## src/common/fpsp_regs.svh

```systemverilog
// Function
// programmer asserts enable before device reset
// wait 125 us after reset before select
// wait 10 us before releasing reset, enable
// word write completes within 21 us
// page erase completes within 21 ms
// bank mass erase completes within 21 ms
// stall fetches from a busy bank
// enter mode on enable during reset
`ifndef FPSP_REGS_SVH
`define FPSP_REGS_SVH
`define FPSP_CLK_MHZ 25
`define FPSP_T_ENTER_US 125
`define FPSP_T_EXIT_US 10
`define FPSP_T_WRITE_US 21
`define FPSP_T_PAGE_ERASE_MS 21
`define FPSP_T_MASS_ERASE_MS 21
`define FPSP_WRITE_CYCLES (`FPSP_T_WRITE_US * `FPSP_CLK_MHZ)
`define FPSP_PAGE_CYCLES (`FPSP_T_PAGE_ERASE_MS * 1000 * `FPSP_CLK_MHZ)
`define FPSP_MASS_CYCLES (`FPSP_T_MASS_ERASE_MS * 1000 * `FPSP_CLK_MHZ)
`define FPSP_OPC_WRITE 8'h02
`define FPSP_OPC_PAGE 8'h20
`define FPSP_OPC_MASS 8'hc7
`define FPSP_OPC_STATUS 8'h05
`define FPSP_BANK_BIT 18
`define FPSP_FIFO_DEPTH 8
`define FPSP_ENTRY_W 58
`define FPSP_CNT_W 20
`endif

```

## src/common/fpsp_pkg.sv

```systemverilog
package fpsp_pkg;
    typedef enum logic [1:0] {
        FPSP_OP_NONE = 2'h0,
        FPSP_OP_WRITE = 2'h1,
        FPSP_OP_MASS = 2'h2,
        FPSP_OP_PAGE = 2'h3
    } fpsp_op_type;
    typedef enum logic [1:0] {
        FPSP_ENG_IDLE = 2'h0,
        FPSP_ENG_START = 2'h1,
        FPSP_ENG_BUSY = 2'h3
    } fpsp_eng_type;
endpackage

```

## src/fpsp_top.sv

```systemverilog
`timescale 1ns/1ps
`default_nettype none
`include "fpsp_regs.svh"

module fpsp_fifo #(
    parameter int W = 8,
    parameter int D = 8
) (
    // clock and reset
    input wire logic clk,
    input wire logic reset,
    // fill side
    input wire logic in_valid,
    output logic in_ready,
    input wire logic [W-1:0] in_data,
    // drain side
    output logic out_valid,
    input wire logic out_ready,
    output logic [W-1:0] out_data
);
    localparam int AW = $clog2(D);
    logic [W-1:0] mem_r [D];
    logic [AW-1:0] wr_r;
    logic [AW-1:0] rd_r;
    logic [AW:0] cnt_r;
    logic push;
    logic pop;

    assign in_ready = (cnt_r != (AW+1)'(D));
    assign out_valid = (cnt_r != '0);
    assign out_data = mem_r[rd_r];
    assign push = in_valid && in_ready;
    assign pop = out_valid && out_ready;

    always_ff @(posedge clk) begin
        if (push) begin
            mem_r[wr_r] <= in_data;
        end
    end

    always_ff @(posedge clk or posedge reset) begin
        if (reset) begin
            wr_r <= '0;
            rd_r <= '0;
            cnt_r <= '0;
        end else begin
            if (push) begin
                wr_r <= (wr_r == AW'(D-1)) ? '0 : wr_r + 1'b1;
            end
            if (pop) begin
                rd_r <= (rd_r == AW'(D-1)) ? '0 : rd_r + 1'b1;
            end
            if (push && !pop) begin
                cnt_r <= cnt_r + 1'b1;
            end else if (pop && !push) begin
                cnt_r <= cnt_r - 1'b1;
            end
        end
    end
endmodule // fpsp_fifo

module fpsp_top
    import fpsp_pkg::*;
#(
    parameter int PAGE_CYCLES = `FPSP_PAGE_CYCLES,
    parameter int MASS_CYCLES = `FPSP_MASS_CYCLES
) (
    // clock and reset
    input wire logic clk,
    input wire logic reset,
    // device pins
    input wire logic program_enable_n,
    input wire logic device_reset_n,
    // serial programming port
    input wire logic prog_port_select_n,
    input wire logic prog_port_serial_clock,
    input wire logic prog_port_mosi,
    output logic prog_port_miso,
    output logic prog_port_miso_oe_n,
    // flash array
    output logic [1:0] flash_cmd_r,
    output logic [23:0] flash_addr_r,
    output logic [31:0] flash_wdata_r,
    output logic flash_start_r,
    input wire logic flash_done,
    // fetch stall and mode
    output logic [1:0] bank_busy_r,
    output logic prog_mode_r
);
    localparam logic [19:0] WRITE_LIM = 20'(`FPSP_WRITE_CYCLES);
    localparam logic [19:0] PAGE_LIM = 20'(PAGE_CYCLES);
    localparam logic [19:0] MASS_LIM = 20'(MASS_CYCLES);

    function automatic logic [19:0] op_limit(input fpsp_op_type op);
        case (op)
            FPSP_OP_WRITE: op_limit = WRITE_LIM;
            FPSP_OP_PAGE: op_limit = PAGE_LIM;
            default: op_limit = MASS_LIM;
        endcase
    endfunction

    // ----------------------------------------
    // pin synchronisers
    // ----------------------------------------
    logic [2:0] s1_r;
    logic [2:0] s2_r;
    logic [2:0] s3_r;
    logic [4:0] p1_r;
    logic [4:0] p2_r;
    logic [4:0] p3_r;
    logic [4:0] pf_r;
    logic en_f;
    logic rst_f;
    logic sel_f;
    logic sck_f;
    logic mosi_f;
    logic sck_prev_r;
    logic sel_prev_r;

    assign {en_f, rst_f, sel_f, sck_f, mosi_f} = pf_r;

    always_ff @(posedge clk or posedge reset) begin
        if (reset) begin
            p1_r <= 5'h1c;
            p2_r <= 5'h1c;
            p3_r <= 5'h1c;
            pf_r <= 5'h1c;
        end else begin
            p1_r <= {program_enable_n, device_reset_n, prog_port_select_n,
                     prog_port_serial_clock, prog_port_mosi};
            p2_r <= p1_r;
            p3_r <= p2_r;
            for (int i = 0; i < 5; i++) begin
                if (p2_r[i] == p3_r[i]) begin
                    pf_r[i] <= p3_r[i];
                end
            end
        end
    end

    // ----------------------------------------
    // programming mode
    // ----------------------------------------
    always_ff @(posedge clk or posedge reset) begin
        if (reset) begin
            prog_mode_r <= 1'b0;
        end else if (!rst_f && !en_f) begin
            prog_mode_r <= 1'b1;
        end else if (rst_f && en_f) begin
            prog_mode_r <= 1'b0;
        end
    end

    // ----------------------------------------
    // serial slave
    // ----------------------------------------
    logic [63:0] shift_r;
    logic [6:0] bit_cnt_r;
    logic [7:0] stat_sh_r;
    logic frame;
    logic sck_rise;
    logic sck_fall;
    logic frame_end;
    logic push_valid_r;
    logic [57:0] push_data_r;
    logic push_ready;
    logic overflow_r;
    logic timeout_r;
    logic busy_r;

    assign frame = prog_mode_r && !sel_f;
    assign sck_rise = frame && sck_f && !sck_prev_r;
    assign sck_fall = frame && !sck_f && sck_prev_r;
    assign frame_end = prog_mode_r && sel_f && !sel_prev_r;

    always_ff @(posedge clk or posedge reset) begin
        if (reset) begin
            sck_prev_r <= 1'b0;
            sel_prev_r <= 1'b1;
            shift_r <= '0;
            bit_cnt_r <= '0;
        end else begin
            sck_prev_r <= sck_f;
            sel_prev_r <= sel_f;
            if (!frame) begin
                bit_cnt_r <= '0;
            end else if (sck_rise) begin
                shift_r <= {shift_r[62:0], mosi_f};
                if (bit_cnt_r != 7'h40) begin
                    bit_cnt_r <= bit_cnt_r + 7'h01;
                end
            end
        end
    end

    always_ff @(posedge clk or posedge reset) begin
        if (reset) begin
            stat_sh_r <= '0;
            prog_port_miso <= 1'b0;
            prog_port_miso_oe_n <= 1'b1;
        end else begin
            prog_port_miso_oe_n <= !frame;
            if (sck_rise && bit_cnt_r == 7'h07 && {shift_r[6:0], mosi_f} == `FPSP_OPC_STATUS) begin
                stat_sh_r <= {5'h00, timeout_r, overflow_r | !push_ready, busy_r};
            end else if (sck_fall) begin
                prog_port_miso <= stat_sh_r[7];
                stat_sh_r <= {stat_sh_r[6:0], 1'b0};
            end
        end
    end

    // command capture, held until the fifo takes it
    always_ff @(posedge clk or posedge reset) begin
        if (reset) begin
            push_valid_r <= 1'b0;
            push_data_r <= '0;
            overflow_r <= 1'b0;
        end else begin
            if (push_valid_r && push_ready) begin
                push_valid_r <= 1'b0;
            end
            if (frame_end && !(push_valid_r && !push_ready)) begin
                if (bit_cnt_r == 7'h40 && shift_r[63:56] == `FPSP_OPC_WRITE) begin
                    push_valid_r <= 1'b1;
                    push_data_r <= {FPSP_OP_WRITE, shift_r[55:0]};
                end else if (bit_cnt_r == 7'h20 && shift_r[31:24] == `FPSP_OPC_PAGE) begin
                    push_valid_r <= 1'b1;
                    push_data_r <= {FPSP_OP_PAGE, shift_r[23:0], 32'h0};
                end else if (bit_cnt_r == 7'h08 && shift_r[7:0] == `FPSP_OPC_MASS) begin
                    push_valid_r <= 1'b1;
                    push_data_r <= {FPSP_OP_MASS, 24'h0, 32'h0};
                end
            end else if (frame_end) begin
                overflow_r <= 1'b1;
            end else if (!prog_mode_r) begin
                overflow_r <= 1'b0;
            end
        end
    end

    // ----------------------------------------
    // command queue and flash engine
    // ----------------------------------------
    logic q_valid;
    logic q_ready;
    logic [57:0] q_data;
    fpsp_eng_type eng_r;
    logic [19:0] cnt_r;
    logic [19:0] lim_r;
    logic op_bank_r;

    fpsp_fifo #(.W(`FPSP_ENTRY_W), .D(`FPSP_FIFO_DEPTH)) u_fifo (
        .clk(clk),
        .reset(reset),
        .in_valid(push_valid_r),
        .in_ready(push_ready),
        .in_data(push_data_r),
        .out_valid(q_valid),
        .out_ready(q_ready),
        .out_data(q_data)
    );

    assign q_ready = (eng_r == FPSP_ENG_IDLE);
    assign busy_r = (eng_r != FPSP_ENG_IDLE);

    always_ff @(posedge clk or posedge reset) begin
        if (reset) begin
            eng_r <= FPSP_ENG_IDLE;
            cnt_r <= '0;
            lim_r <= '0;
            op_bank_r <= 1'b0;
            flash_cmd_r <= FPSP_OP_NONE;
            flash_addr_r <= '0;
            flash_wdata_r <= '0;
            flash_start_r <= 1'b0;
            bank_busy_r <= 2'h0;
            timeout_r <= 1'b0;
        end else begin
            flash_start_r <= 1'b0;
            case (eng_r)
                FPSP_ENG_IDLE: begin
                    if (q_valid) begin
                        eng_r <= FPSP_ENG_START;
                        flash_cmd_r <= q_data[57:56];
                        flash_addr_r <= q_data[55:32];
                        flash_wdata_r <= q_data[31:0];
                        lim_r <= op_limit(fpsp_op_type'(q_data[57:56]));
                        op_bank_r <= q_data[32+`FPSP_BANK_BIT];
                        cnt_r <= '0;
                    end
                end
                FPSP_ENG_START: begin
                    eng_r <= FPSP_ENG_BUSY;
                    flash_start_r <= 1'b1;
                    bank_busy_r <= (flash_cmd_r == FPSP_OP_MASS) ? 2'h3 :
                                   (op_bank_r ? 2'h2 : 2'h1);
                    cnt_r <= 20'h00001;
                end
                FPSP_ENG_BUSY: begin
                    cnt_r <= cnt_r + 20'h00001;
                    if (flash_done || cnt_r >= lim_r) begin
                        eng_r <= FPSP_ENG_IDLE;
                        bank_busy_r <= 2'h0;
                        if (!flash_done) begin
                            timeout_r <= 1'b1;
                        end
                    end
                end
                default: eng_r <= FPSP_ENG_IDLE;
            endcase
            if (!prog_mode_r && !busy_r) begin
                timeout_r <= 1'b0;
            end
        end
    end
endmodule // fpsp_top
`default_nettype wire

```

## config.mk

```make
export PLATFORM = sky130hd
export DESIGN_NAME = fpsp_top
export DESIGN_NICKNAME = d
export VERILOG_FILES = /design/src/common/fpsp_pkg.sv /design/src/fpsp_top.sv
export VERILOG_INCLUDE_DIRS = /design/src /design/src/common
export SDC_FILE = /design/constraint.sdc
export NUM_CORES = 1
export LEC_CHECK = 0
export BUFFER_PORTS_ARGS = -buffer_cell sky130_fd_sc_hd__buf_2
export CORE_MARGIN = 10
export CORE_UTILIZATION = 62
export CTS_CLUSTER_DIAMETER = 60
export DETAILED_ROUTE_END_ITERATION = 6
export HOLD_SLACK_MARGIN = 0.02
export PLACE_DENSITY_LB_ADDON = 0.15
export SYNTH_ARGS = -nofsm -noshare
export SYNTH_HDL_FRONTEND = slang
export SYNTH_SLANG_ARGS = --single-unit
```

## constraint.sdc

```tcl
create_clock -name clk -period 10.4 [get_ports clk]
set_input_delay 1.04 -clock clk [delete_from_list [all_inputs] [get_ports clk]]
set_output_delay 1.04 -clock clk [all_outputs]
set_load 0.02 [all_outputs]
```

==> reports/results.txt <==
initial antenna violation count: 0
crit end category: flop
TritonCTS clock tree: done
Top FF cell, synth: edfxtp_1
initial core utilization: 63.03%
Post-synth top cells: 464 x edfxtp_1, 247 x dfrtp_1, 205 x nand2_1
sequential cell area: 20490 sq um
final cell count without fillers: 2364
Critical Path Start Type: flop
Async SR Flop Fraction: 36.00%
cts-stage hold buffer count: 0
number of synthesized flops with an enable pin: 464
Final Hold Viols: 0
ant diodes: 0
clock skew: 0.01971 ns
full die area: 54050 sq um
worst-margin pin slew: 1.296 ns
Syn Area/Cell: 17.12 sq um
Max Freq: 297.0 MHz
Total GRT Usage: 20.79%
reg2reg end: u_fifo.cnt_r[3]
# setup viols final: 0
vias in the first global route: 14700
fin crit share: 32.38%
DRT iter0 DRCs: 1262
crit path launch: u_fifo.cnt_r[0]
max_cap viols: 0
setup ws final: 7.032 ns
number of library cell types mapped by synthesis: 57
fin util: 70.63%
largest net degree at the start of global routing: 177
Yosys warning count: 0
crit path DAT: 3.84 ns
Seq cells post-synth: 725
status: finished clean
RSZ-0062 raised after global routing: no
VDD IR-drop max: 0.1374 mV
register-to-register setup slack: 7.03 ns
Yosys top cell area share: 49.77%
ANT nets after route: 0
Worst R2R Path Depth: 11
Post-Place Cells: 2230
mapped cell area: 27990 sq um
Routed WL per cell: 23.28 um
CP max FO: 48
Final Max Slew Viols: 0
setup_tns: 0 ns
post-CTS sizing: 0
most area-hungry cell type in the Yosys netlist: edfxtp_1
ranking of synthesized cells by area: edfxtp_1 50%, dfrtp_1 22%, mux4_2 9.3%
post-synthesis sequential area ratio: 73.17%
dpl cell area: 28960 sq um
Root Buffer Master: clkbuf_16
Die Height: 232.5 um
post-route design area: 31370 sq um
GP Congestion: 0.7838
Worst Path Required: 10.87 ns
post-placement setup slack: 7.087 ns
most numerous cell in the Yosys netlist: edfxtp_1
fillers: 2789
leakage power: 10.42 nW
Via density: 6.069
first-pass GRT wire length: 86680 um
core area: 44410 sq um
# DRC: 0
Vias: 14350
# rows: 77
fraction of layout cells with a size suffix above 1: 23.87%
# IOs: 72
CP Class: reg -> reg
hold_sp: p1_r[3]
RR Startpoint: u_fifo.cnt_r[0]
Setup Fix Bufs, Post-CTS: 0
area delta synth->final: 12.05%
cells after synthesis: 1635
power density cells: 183.4 nW/um^2
GRT overflow: 0
Bufs on Longest Clock Path: 3
total CTS buffers: 72
crit path time final: 3.368 ns
Syn Nets: 1662
Final nets: 1739
width of the die: 232.5 um
H-Tree Depth: 3
Min-Delay Endpoint: p2_r[3]
clock-pin slew on the worst setup and hold paths: 0.06 ns
Hold Crit Class: reg -> reg
first-pass iteration count of the detailed router: 5
drt total wl: 55030 um
clock sink count: 725
hold path cells: 0
Final HPWL DP: 29400 um
IO buf count: 71
Max-slew headroom: 13.41%
clk_lat worst skew: 0.59 ns
area of the multi-input gates: 7141 sq um
==> worst max-delay path by stage <==
stage                                 end  slack (ns)  cells past startpoint
after floorplan            bank_busy_r[0]        2.20                      1
after global placement    u_fifo.cnt_r[3]        7.19                     11
after detailed placement  u_fifo.cnt_r[3]        7.09                     11
after CTS                 u_fifo.cnt_r[3]        7.06                     11
after global routing      u_fifo.cnt_r[3]        6.77                     11
final                     u_fifo.cnt_r[3]        7.03                     11
==> cell type report <==
cell class / count / area share [%]
sequential: 725 / 65.33
multi-input combinational: 808 / 22.76
clock buffer: 96 / 6.562
tap: 592 / 2.361
timing repair buffer: 91 / 1.651
clock inverter: 38 / 1.129
inverter: 14 / 0.1994
==> placed cells by master, fill, tap and decap left out, drive strengths merged, types with 14 or more instances in the layout <==
master / instances
edfxtp: 464
mux2: 66
mux4: 116
o21ai: 124
nand3: 43
inv: 18
nand2: 205
dfstp: 14
clkbuf: 96
buf: 91
mux2i: 83
clkinv: 25
ha: 18
dfrtp: 247
nor2: 19
==> worst max-delay path, cell delays in order (launching register included) <==
cell and delay [ns]:
dfrtp_1 0.44, nor4_1 0.72, nor3_1 0.28, inv_4 0.44, ha_1 0.27, inv_1 0.10
ha_1 0.29, a21o_1 0.18, a21oi_1 0.16, xnor2_1 0.13, nor2_1 0.06, xor2_1 0.14
==> metrics by stage <==
stage                     hold slack (ns)  power, mW
final                              0.3489      5.752
after global routing               0.3529      5.927
after CTS                          0.3508      5.804
after detailed placement           0.3402      3.205
after global placement             0.3335      3.203
after floorplan                    0.3312      3.175
==> kinds of logic (layout without fill, tap and decap cells) <==
group           Yosys count  count (layout)  share of synthesized area (%)
flops                   725             725                          73.17
buf+inv                 102             239                          1.564
simple gates            342             342                          5.690
xor+xnor                 10              10                         0.3129
mux                     265             265                          14.96
compound gates          167             167                          3.254
fa+ha+maj                24              24                          1.055
==> where the power goes <==
part	switching [mW]	internal, mW	total (mW)
clock network	1.06	1.55	2.61
registers	0.0218	3.06	3.08
logic	0.0452	0.0216	0.0668
total	1.13	4.63	5.75
==> metal layers <==
layer | part of all wire [%] | routed length, um | GRT usage, % | up-vias
li1 | - | - | - | 6406
met1 | 43 | 23520 | 28.62 | 7499
met2 | 50 | 27720 | 34.00 | 366
met3 | 5.3 | 2895 | 3.724 | 75
met4 | 1.6 | 895 | 5.681 | 0
met5 | 0 | 0 | 0 | -
==> flip-flops by register name, summed over array words and instances, names as in the netlist, 7 cells and up <==
| register | flops |
|---|---|
| bit_cnt_r | 7 |
| stat_sh_r | 8 |
| shift_r | 64 |
| u_fifo.mem_r | 464 |
| flash_addr_r | 24 |
| push_data_r | 58 |
| cnt_r | 20 |
| flash_wdata_r | 32 |
No activity file was read; power rests on OpenSTA's default activity.
